==> config.mk <==
export PLATFORM = sky130hd
export DESIGN_NAME = dmaarb_top
export DESIGN_NICKNAME = d
export VERILOG_FILES = /design/src/verilog/dmaarb_pkg.sv /design/src/verilog/dmaarb_prio.sv /design/src/verilog/dmaarb_top.sv
export SDC_FILE = /design/constraint.sdc
export NUM_CORES = 1
export LEC_CHECK = 0
export ABC_AREA = 1
export ABC_CLOCK_PERIOD_IN_PS = 2800
export BUFFER_PORTS_ARGS = -buffer_cell sky130_fd_sc_hd__buf_4
export CORE_AREA = 2 2 98 138
export CTS_BUF_LIST = sky130_fd_sc_hd__clkbuf_4 sky130_fd_sc_hd__clkbuf_8
export CTS_CLUSTER_SIZE = 20
export DETAILED_ROUTE_END_ITERATION = 7
export DIE_AREA = 0 0 100 140
export PLACE_DENSITY = 0.88
export REMOVE_ABC_BUFFERS = 1
export SETUP_SLACK_MARGIN = 0.05
export SLEW_MARGIN = 20
export SYNTH_ARGS = -nofsm -noshare
export SYNTH_HDL_FRONTEND = slang
export SYNTH_HIERARCHICAL = 1
export SYNTH_SLANG_ARGS = --single-unit
==> constraint.sdc <==
create_clock -name pclk -period 2.8 [get_ports pclk]
set_input_delay 0.7 -clock pclk [delete_from_list [all_inputs] [get_ports pclk]]
set_output_delay 0.7 -clock pclk [all_outputs]
set_load 0.01 [all_outputs]
==> src/verilog/dmaarb_pkg.sv <==
// dmaarb_pkg: register map, field layout and carrier types for the dma arbiter
package dmaarb_pkg;

    // register byte offsets
    localparam logic [7:0] OFS_OPER = 8'h00; // dma_operation_register
    localparam logic [7:0] OFS_CTRL0 = 8'h04; // channel_control_register 0
    localparam logic [7:0] OFS_CTRL1 = 8'h08; // channel_control_register 1
    localparam logic [7:0] OFS_CNT0 = 8'h0c; // transfer count 0
    localparam logic [7:0] OFS_CNT1 = 8'h10; // transfer count 1
    localparam logic [7:0] OFS_STAT = 8'h14; // engine status, read only

    // request sources
    localparam logic [1:0] SRC_EXT = 2'h0;
    localparam logic [1:0] SRC_MOD = 2'h1;
    localparam logic [1:0] SRC_AUTO = 2'h2;

    // bus modes
    localparam logic [1:0] BUS_STEAL = 2'h0;
    localparam logic [1:0] BUS_BURST = 2'h1;

    // unit sizes and beats per unit
    localparam logic [1:0] SIZE_16 = 2'h3;
    localparam logic [1:0] BEATS_16 = 2'h3;
    localparam logic [1:0] BEATS_1 = 2'h0;

    // bus gap left for other masters after a cycle-steal unit
    localparam logic [1:0] GAP_ONE = 2'h1;
    localparam logic [1:0] GAP_TWO = 2'h2;

    localparam logic [15:0] CNT_LAST = 16'h0001;
    localparam logic [31:0] RESET_WORD = 32'h0000_0000;

    // dma_operation_register layout
    typedef struct packed {
        logic priority_select_bit; // bit 3: 0 fixed, 1 round-robin
        logic address_error_flag; // bit 2
        logic nmi_abort_flag; // bit 1
        logic master_enable_bit; // bit 0
    } dmaarb_oper_t;

    // channel_control_register layout
    typedef struct packed {
        logic [1:0] req_source; // bits 9:8
        logic [1:0] unit_size; // bits 7:6: 1/2/4/16 bytes
        logic [1:0] bus_mode_bits; // bits 5:4
        logic ack_placement_bit; // bit 3: 0 read cycle, 1 write cycle
        logic address_mode_bit; // bit 2: 0 dual, 1 single
        logic transfer_end_flag; // bit 1
        logic channel_enable_bit; // bit 0
    } dmaarb_ctrl_t;

    typedef enum logic [2:0] {
        ST_IDLE,
        ST_BUSREQ,
        ST_READ,
        ST_WRITE,
        ST_SINGLE,
        ST_UNIT_END
    } dmaarb_state_t;

    // bus cycle request toward the bus state controller
    typedef struct packed {
        logic valid;
        logic write;
        logic single;
        logic chan;
        logic [31:0] wdata;
    } dmaarb_cyc_t;

endpackage : dmaarb_pkg

==> src/verilog/dmaarb_prio.sv <==
// dmaarb_prio: channel selection with fixed and round-robin priority
`timescale 1ns/1ps
module dmaarb_prio
    import dmaarb_pkg::*;
(
    input wire logic pclk,
    input wire logic presetn,
    input wire logic [1:0] req,
    input wire logic prio_rr,
    input wire logic ch0_steal,
    input wire logic accept,
    input wire logic accept_ch,
    input wire logic done,
    input wire logic done_ch,
    output logic grant_valid,
    output logic grant_ch
);

    typedef struct packed {
        logic rr_low; // channel that currently holds low priority
        logic alt_ch1; // fixed steal: prefer channel 1 next
    } dmaarb_prio_st_t;

    dmaarb_prio_st_t s_q;
    dmaarb_prio_st_t s_d;

    ////////////////////////////////////////////////////////////////////////
    // selection and priority state update
    always_comb
    begin
        s_d = s_q;
        grant_valid = |req;
        if (req == 2'b01)
        begin
            grant_ch = 1'b0;
        end
        else if (req == 2'b10)
        begin
            grant_ch = 1'b1;
        end
        else if (prio_rr)
        begin
            grant_ch = ~s_q.rr_low;
        end
        else
        begin
            grant_ch = s_q.alt_ch1;
        end
        // channel that just finished takes low priority
        if (done && prio_rr)
        begin
            s_d.rr_low = done_ch;
        end
        // after a channel 0 steal, channel 1 gets the next slot
        if (accept && !prio_rr)
        begin
            s_d.alt_ch1 = !accept_ch && ch0_steal;
        end
        // nothing pending: in fixed mode the next start serves channel 0 first
        if (!grant_valid)
        begin
            s_d.alt_ch1 = 1'b0;
        end
    end

    // channel 1 ranks first out of reset in round-robin, channel 0 in fixed mode
    always_ff @(posedge pclk or negedge presetn)
    begin
        if (!presetn)
        begin
            s_q <= '0;
        end
        else
        begin
            s_q <= s_d;
        end
    end

    ////////////////////////////////////////////////////////////////////////
    // checks
    a_fixed_ch0_first: assert property (@(posedge pclk) disable iff (!presetn)
        (req == 2'b11 && !prio_rr && !s_q.alt_ch1) |-> (grant_ch == 1'b0))
        else $error("fixed mode did not favour channel 0");
    a_only_one_req: assert property (@(posedge pclk) disable iff (!presetn)
        (req == 2'b10) |-> (grant_valid && grant_ch))
        else $error("lone channel 1 request not granted");
    a_rr_low_moves: assert property (@(posedge pclk) disable iff (!presetn)
        (done && prio_rr && req == 2'b11) |=> (grant_ch == !$past(done_ch)))
        else $error("round-robin did not pass priority on");
    a_steal_alt_next: assert property (@(posedge pclk) disable iff (!presetn)
        (accept && !accept_ch && !prio_rr && ch0_steal) ##1 (req == 2'b11 && !accept)
        |-> grant_ch)
        else $error("channel 1 not accepted after channel 0 steal");
    c_rr_switch: cover property (@(posedge pclk) disable iff (!presetn)
        done && prio_rr && s_q.rr_low != done_ch);

endmodule : dmaarb_prio

==> src/verilog/dmaarb_top.sv <==
// dmaarb_top: two-channel dma arbitration and transfer-type sequencing
//
// Chosen here: the placing of the registers and the APB interface to the registers.
`timescale 1ns/1ps
module dmaarb_top
    import dmaarb_pkg::*;
(
    input wire logic pclk,
    input wire logic presetn,
    input wire logic psel,
    input wire logic penable,
    input wire logic pwrite,
    input wire logic [7:0] paddr,
    input wire logic [31:0] pwdata,
    output logic [31:0] prdata,
    output logic pready,
    output logic pslverr,
    input wire logic [1:0] ext_req_pin,
    input wire logic [1:0] module_req,
    input wire logic nmi_event,
    input wire logic addr_error_event,
    output logic bus_req,
    input wire logic bus_gnt,
    output dmaarb_cyc_t cyc,
    input wire logic cyc_done,
    input wire logic [31:0] cyc_rdata,
    output logic [1:0] transfer_acknowledge
);

    typedef struct packed {
        dmaarb_state_t st;
        logic chan;
        logic [1:0] beat;
        logic [1:0] gap;
        logic [31:0] hold;
        logic [1:0] ack;
        dmaarb_oper_t oper;
        dmaarb_ctrl_t [1:0] ctrl;
        logic [1:0][15:0] cnt;
        logic [1:0] sync1;
        logic [1:0] sync2;
        logic [1:0] sync3;
        logic [1:0] external_transfer_request_lvl;
        logic [31:0] rdata;
        logic err;
    } dmaarb_state_all_t;

    dmaarb_state_all_t s_q;
    dmaarb_state_all_t s_d;

    logic [1:0] req;
    logic grant_valid;
    logic grant_ch;
    logic accept;
    logic unit_done;
    logic keep_going;
    dmaarb_ctrl_t cur;

    ////////////////////////////////////////////////////////////////////////
    // helpers

    // channel may start a transfer
    function automatic logic chan_ok(input dmaarb_oper_t o, input dmaarb_ctrl_t c);
        chan_ok = c.channel_enable_bit && o.master_enable_bit && !c.transfer_end_flag
            && !o.nmi_abort_flag && !o.address_error_flag;
    endfunction : chan_ok

    // pending request from the selected source
    function automatic logic chan_req(input dmaarb_oper_t o, input dmaarb_ctrl_t c,
        input logic ext, input logic modr);
        logic src;
        src = 1'b0;
        if (c.req_source == SRC_EXT)
            src = ext;
        else if (c.req_source == SRC_MOD)
            src = modr;
        else if (c.req_source == SRC_AUTO)
            src = 1'b1;
        // single address runs only from the external request
        if (c.address_mode_bit && c.req_source != SRC_EXT)
            src = 1'b0;
        chan_req = chan_ok(o, c) && src;
    endfunction : chan_req

    // acknowledge for one cycle kind
    function automatic logic ack_for(input dmaarb_state_t st, input dmaarb_ctrl_t c);
        ack_for = (st == ST_SINGLE)
            || (st == ST_READ && !c.ack_placement_bit)
            || (st == ST_WRITE && c.ack_placement_bit);
    endfunction : ack_for

    ////////////////////////////////////////////////////////////////////////
    // request gathering and arbitration
    assign req[0] = chan_req(s_q.oper, s_q.ctrl[0], s_q.external_transfer_request_lvl[0], module_req[0]);
    assign req[1] = chan_req(s_q.oper, s_q.ctrl[1], s_q.external_transfer_request_lvl[1], module_req[1]);
    assign accept = (s_q.st == ST_IDLE) && (s_q.gap == 2'h0) && grant_valid;
    assign unit_done = (s_q.st == ST_UNIT_END);
    assign cur = s_q.ctrl[s_q.chan];
    assign keep_going = req[s_q.chan] && (s_q.cnt[s_q.chan] != CNT_LAST);

    dmaarb_prio u_prio (
        .pclk(pclk),
        .presetn(presetn),
        .req(req),
        .prio_rr(s_q.oper.priority_select_bit),
        .ch0_steal(s_q.ctrl[0].bus_mode_bits == BUS_STEAL),
        .accept(accept),
        .accept_ch(grant_ch),
        .done(unit_done),
        .done_ch(s_q.chan),
        .grant_valid(grant_valid),
        .grant_ch(grant_ch)
    );

    ////////////////////////////////////////////////////////////////////////
    // next state: pins, sequencer, registers
    always_comb
    begin
        s_d = s_q;
        // request pins: three stages, level moves once two agree
        s_d.sync1 = ext_req_pin;
        s_d.sync2 = s_q.sync1;
        s_d.sync3 = s_q.sync2;
        for (int i = 0; i < 2; i++)
        begin
            if (s_q.sync2[i] == s_q.sync3[i])
                s_d.external_transfer_request_lvl[i] = s_q.sync3[i];
        end

        // sequencer
        case (s_q.st)
            ST_IDLE:
            begin
                if (s_q.gap != 2'h0)
                    s_d.gap = s_q.gap - 2'h1;
                else if (grant_valid)
                begin
                    s_d.chan = grant_ch;
                    s_d.beat = (s_q.ctrl[grant_ch].unit_size == SIZE_16) ? BEATS_16 : BEATS_1;
                    s_d.st = ST_BUSREQ;
                end
            end
            ST_BUSREQ:
            begin
                if (bus_gnt)
                    s_d.st = cur.address_mode_bit ? ST_SINGLE : ST_READ;
            end
            ST_READ:
            begin
                if (cyc_done)
                begin
                    s_d.hold = cyc_rdata;
                    s_d.st = ST_WRITE;
                end
            end
            ST_WRITE:
            begin
                if (cyc_done && s_q.beat != 2'h0)
                begin
                    s_d.beat = s_q.beat - 2'h1;
                    s_d.st = ST_READ;
                end
                else if (cyc_done)
                    s_d.st = ST_UNIT_END;
            end
            ST_SINGLE:
            begin
                if (cyc_done && s_q.beat != 2'h0)
                    s_d.beat = s_q.beat - 2'h1;
                else if (cyc_done)
                    s_d.st = ST_UNIT_END;
            end
            ST_UNIT_END:
            begin
                s_d.cnt[s_q.chan] = s_q.cnt[s_q.chan] - CNT_LAST;
                if (cur.bus_mode_bits == BUS_BURST && keep_going)
                begin
                    // burst keeps the bus
                    s_d.beat = (cur.unit_size == SIZE_16) ? BEATS_16 : BEATS_1;
                    s_d.st = cur.address_mode_bit ? ST_SINGLE : ST_READ;
                end
                else
                begin
                    // steal hands the bus back, longer for single address or when acked late
                    s_d.st = ST_IDLE;
                    s_d.gap = (cur.address_mode_bit || cur.ack_placement_bit)
                        ? GAP_TWO : GAP_ONE;
                    if (cur.bus_mode_bits == BUS_BURST)
                        s_d.gap = 2'h0;
                end
            end
            default:
            begin
                s_d.st = ST_IDLE;
            end
        endcase

        // acknowledge tracks next cycle kind
        s_d.ack = 2'b00;
        s_d.ack[s_d.chan] = ack_for(s_d.st, s_d.ctrl[s_d.chan]);

        // apb: setup phase latches read data and error
        if (psel && !penable)
        begin
            s_d.err = 1'b0;
            s_d.rdata = RESET_WORD;
            if (paddr == OFS_OPER)
                s_d.rdata = {28'h0, s_q.oper};
            else if (paddr == OFS_CTRL0)
                s_d.rdata = {22'h0, s_q.ctrl[0]};
            else if (paddr == OFS_CTRL1)
                s_d.rdata = {22'h0, s_q.ctrl[1]};
            else if (paddr == OFS_CNT0)
                s_d.rdata = {16'h0, s_q.cnt[0]};
            else if (paddr == OFS_CNT1)
                s_d.rdata = {16'h0, s_q.cnt[1]};
            else if (paddr == OFS_STAT)
                s_d.rdata = {27'h0, s_q.chan, 1'b0, s_q.st};
            else
                s_d.err = 1'b1; // unmapped
        end

        // apb write in access phase; flags only cleared by writing 0
        if (psel && penable && pwrite)
        begin
            if (paddr == OFS_OPER)
            begin
                s_d.oper.master_enable_bit = pwdata[0];
                s_d.oper.nmi_abort_flag = s_q.oper.nmi_abort_flag & pwdata[1];
                s_d.oper.address_error_flag = s_q.oper.address_error_flag & pwdata[2];
                s_d.oper.priority_select_bit = pwdata[3];
            end
            else if (paddr == OFS_CTRL0 || paddr == OFS_CTRL1)
            begin
                s_d.ctrl[paddr[3]] = dmaarb_ctrl_t'(pwdata[9:0]);
                s_d.ctrl[paddr[3]].transfer_end_flag =
                    s_q.ctrl[paddr[3]].transfer_end_flag & pwdata[1];
            end
            else if (paddr == OFS_CNT0)
                s_d.cnt[0] = pwdata[15:0];
            else if (paddr == OFS_CNT1)
                s_d.cnt[1] = pwdata[15:0];
        end

        // hardware events win over clearing writes
        s_d.oper.nmi_abort_flag = s_d.oper.nmi_abort_flag | nmi_event;
        s_d.oper.address_error_flag = s_d.oper.address_error_flag | addr_error_event;
        if (s_q.st == ST_UNIT_END && s_q.cnt[s_q.chan] == CNT_LAST)
            s_d.ctrl[s_q.chan].transfer_end_flag = 1'b1;
    end

    // state register
    always_ff @(posedge pclk or negedge presetn)
    begin
        if (!presetn)
        begin
            s_q <= '0;
        end
        else
        begin
            s_q <= s_d;
        end
    end

    ////////////////////////////////////////////////////////////////////////
    // outputs
    assign prdata = s_q.rdata;
    assign pready = 1'b1;
    assign pslverr = s_q.err && psel && penable;
    assign bus_req = (s_q.st != ST_IDLE);
    assign cyc.valid = (s_q.st == ST_READ) || (s_q.st == ST_WRITE) || (s_q.st == ST_SINGLE);
    assign cyc.write = (s_q.st == ST_WRITE);
    assign cyc.single = (s_q.st == ST_SINGLE);
    assign cyc.chan = s_q.chan;
    assign cyc.wdata = s_q.hold;
    assign transfer_acknowledge = s_q.ack;

    ////////////////////////////////////////////////////////////////////////
    // checks
    a_start_gated: assert property (@(posedge pclk) disable iff (!presetn)
        accept |-> chan_ok(s_q.oper, s_q.ctrl[grant_ch]))
        else $error("channel started while disabled");
    a_read_then_write: assert property (@(posedge pclk) disable iff (!presetn)
        (s_q.st == ST_READ && cyc_done) |=> (cyc.write && cyc.wdata == $past(cyc_rdata)))
        else $error("write did not carry held read data");
    a_transfer_acknowledge_placement: assert property (@(posedge pclk) disable iff (!presetn)
        (cyc.valid && !cyc.single) |-> (transfer_acknowledge[s_q.chan]
        == (cyc.write == cur.ack_placement_bit)))
        else $error("acknowledge in wrong dual cycle");
    a_single_ack: assert property (@(posedge pclk) disable iff (!presetn)
        cyc.single |-> (transfer_acknowledge[s_q.chan] && !cyc.write))
        else $error("single cycle without acknowledge");
    a_steal_release: assert property (@(posedge pclk) disable iff (!presetn)
        (unit_done && cur.bus_mode_bits == BUS_STEAL) |=> (!bus_req [*1] ##1 !bus_req))
        else $error("cycle steal kept the bus");
    a_burst_hold: assert property (@(posedge pclk) disable iff (!presetn)
        (unit_done && cur.bus_mode_bits == BUS_BURST && keep_going) |=> bus_req)
        else $error("burst dropped the bus early");
    a_sixteen_hold: assert property (@(posedge pclk) disable iff (!presetn)
        (s_q.st == ST_WRITE && cyc_done && s_q.beat != 2'h0) |=> (s_q.st == ST_READ && bus_req))
        else $error("16-byte unit released the bus");
    c_single_unit: cover property (@(posedge pclk) disable iff (!presetn)
        cyc.single && cyc_done);
    c_dual_burst: cover property (@(posedge pclk) disable iff (!presetn)
        unit_done && cur.bus_mode_bits == BUS_BURST && keep_going);
    c_both_req: cover property (@(posedge pclk) disable iff (!presetn)
        accept && req == 2'b11);

endmodule : dmaarb_top

==> impl_metrics.tcl <==
set metrics [dict create \
    setup-violations-final 0 \
    power.leakage_nw 4.04 \
    synthArstFlopShare 1.00 \
    antenna_left 0 \
    p_int_mw 3.92 \
    path_max_fanout 4 \
    grt_pass1_vias 6253 \
    avgViaCountPerCell 5.43 \
    rows 49 \
    vias 6137 \
    die_area_sq_um 14000 \
    die_x_microns 100 \
    fmax_mhz 404 \
    powerDensity_nw_per_um2 710 \
    total_power_mw 5.82 \
    first_pass_iters 5 \
    fin_tns_setup_ps 0 \
    rsz0062_at_grt "no" \
    seqPwrFrac 0.412 \
    final_max_slew_viol_count 0 \
    dp_hpwl_microns 13200 \
    worstSkewPairLatency_ps 440 \
    clk_pin_slew_ps 80 \
    n_antenna_cell 0 \
    yosys_warnings 6 \
    clock-sinks 125 \
    synthTopCellsByArea "dfrtp_1, nand2_1, buf_4" \
    drive_above_1_share 0.241 \
    io_pins 158 \
    synth_cells 868 \
    synthFlopType "dfrtp_1" \
    whs_ps 250 \
    clockBufferDepth 2 \
    cts_tree "built" \
    clockRootBuffer "clkbuf_8" \
    critPathRequiredTime_ps 3170 \
    hold_viol_final 0 \
    ir_drop_v 0.000476 \
    hp-class "in2async" \
    reg2regPathDepth 17 \
    p_switching_mw 1.90 \
    crit_type "reg2reg" \
    antenna_found_initial 0 \
    swShare 0.327 \
    synth.avg_cell_area_sq_um 8.07 \
    clkPwrFrac 0.272 \
    syn-cell-area_sq_um 7000 \
    route.detailed.drc 0 \
    syn_to_final_growth_pct 17.1 \
    cts_inserted_buffers 17 \
    yosysUniqueCellTypes 45 \
    cap_violations 0 \
    grt_pass1_wl_microns 29000 \
    grt_start_max_net_pins 49 \
    h-tree-depth 4 \
    crit_path_start_kind "register" \
    preCtsSetupSlack_ps 71.8 \
    grt_remaining_overflow 0 \
    wl_per_cell_microns 15.9 \
    place_congestion 0.913 \
    fin_crit_ps 2480 \
    cp.arrival_ps 2850 \
    die_h_microns 140 \
    worst_slew_pin_slew_ps 603 \
    setup_ws_ps 322 \
    yosysSeqAreaShare 0.447 \
    synth_edf_count 0 \
    ctsHoldBuffers 0 \
    layout.nets 1054 \
    start_util 0.549 \
    gr-usage-all-layers 0.262 \
    wl_microns 18000 \
    core_area_sq_um 12800 \
    fin_crit_sh 0.885 \
    synth_largest_area_cell "dfrtp_1" \
    synth.top_cell.area_share 0.447 \
    final_util 0.643 \
    ys_seq_elements 125 \
    fin_worst_skew_ps 11.6 \
    power_frac_comb 0.316 \
    drt_iter0_markers 461 \
    cp-end-kind "register" \
    io_buffers 124 \
    status "finished, final reports clean" \
    relSlewSlack 0.597 \
]
power groups by stage:
stage               clock network, mW  registers [mW]  logic, mW
floorplan                           0            2.50      0.929
global placement                    0            2.40       1.78
detailed placement                  0            2.43       1.84
CTS                              1.60            2.39       1.84
global route                     1.67            2.44       2.01
finish                           1.58            2.40       1.84
cell type report:
cell class / instances / area [sq um]
Multi-Input combinational cell: 572 / 2960
Inverter: 100 / 375
Tap cell: 153 / 191
Sequential cell: 125 / 3130
Fill cell: 1057 / 4560
Clock inverter: 12 / 139
Clock buffer: 19 / 255
Timing Repair Buffer: 149 / 1140
per-layer routing:
layer	GRT usage	wire (microns)	up-vias
met5	0	0	-
met4	0.154	767	0
met3	0.0399	1120	64
met2	0.472	9570	281
met1	0.288	6560	2895
li1	-	-	2897
kinds of logic (layout without fill, tap and decap cells):
| family | after synthesis | after routing | share of synthesized area |
|---|---|---|---|
| AOI/OAI and AO/OA | 136 | 136 | 0.110 |
| xor gates and xnor gates | 23 | 23 | 0.0288 |
| adders and majority gates | 6 | 6 | 0.0100 |
| buffers and inverters | 186 | 280 | 0.140 |
| DFF | 125 | 125 | 0.447 |
| muxes | 32 | 32 | 0.0515 |
| other | 2 | 17 | 0.00107 |
| and+or+nand+nor | 358 | 358 | 0.212 |
worst max-delay path: stages (launching register included):
cell     delay [ps]
dfrtp_1         440
inv_1           110
a21oi_1          80
nor3_1          150
nor4b_4         240
inv_1           100
nand2_2          90
nand2_1          70
inv_1            60
nand3_1         110
o21ai_0         180
buf_4           140
inv_1            60
o21ai_0         200
nand3_1         110
nand2_1          70
nand3_1          90
nor2_1          110
through the flow:
step / cells / cell area [sq um]
5_1_grt: 1130 / 8190
3_3_place_gp: 1099 / 7780
3_5_place_dp: 1099 / 7780
6_report: 1130 / 8190
4_1_cts: 1130 / 8180
2_1_floorplan: 797 / 6450
Yosys cell counts (all sizes together) (2+ instances only):
cell and number:
o22ai 13, clkbuf 7, mux2 32, o211ai 7, dfrtp 125, nand4 8, buf 79, or2 3
inv 97, ha 4, a21oi 32, xor2 21, nor2 81, clkinv 3, o21ai 68, xnor2 2
a31oi 3, conb 2, nand3 31, nand2 218, maj3 2, nor3 13, nor3b 2, o31ai 2
o2111ai 4
worst paths after layout:
| kind | startpoint | endpoint | slack [ps] |
|---|---|---|---|
| worst min register to register | s_d[37] | s_d[35] | 360 |
| worst max register to register | register | transfer_acknowledge[0] | 320 |
| max in group asynchronous | presetn | s_q[65] | 1870 |
| min in group pclk | s_d[37] | s_d[35] | 360 |
| worst min-delay path | presetn | s_q[95] | 250 |
| worst max-delay path | register | transfer_acknowledge[0] | 320 |
cell usage in the layout (no fill, tap or decap), types with 2 or more instances in the layout:
cell	Yosys	routed
buf_12	0	2
xnor2_1	2	2
ha_1	4	4
a31oi_1	3	3
xor2_1	21	21
clkinv_2	0	2
nor2_1	74	74
a21oi_1	32	32
conb_1	2	17
inv_6	0	3
nor3b_1	2	2
mux2_2	32	32
maj3_1	2	2
nand4_1	8	8
o21ai_2	2	2
or2_2	2	2
inv_1	93	93
clkinv_4	0	4
nand3_1	29	29
o211ai_1	7	7
nand3_2	2	2
o2111ai_1	4	4
o22ai_1	13	13
nor3_1	12	12
o21ai_1	7	7
o21ai_0	59	59
o31ai_1	2	2
inv_2	4	4
dfrtp_1	125	125
bufinv_16	0	2
clkinv_1	3	3
clkbuf_8	0	18
nor2_2	7	7
nand2_2	4	4
buf_4	71	147
nand2_1	214	214
what timing repair did:
action | 4_1_cts | 5_1_grt
endpoints found under the setup margin | 0 | 2
resized for setup | 0 | 2
hold endpoints to repair | 0 | 0
setup buffers | 0 | 0
Power figures use the tool's default switching activity.
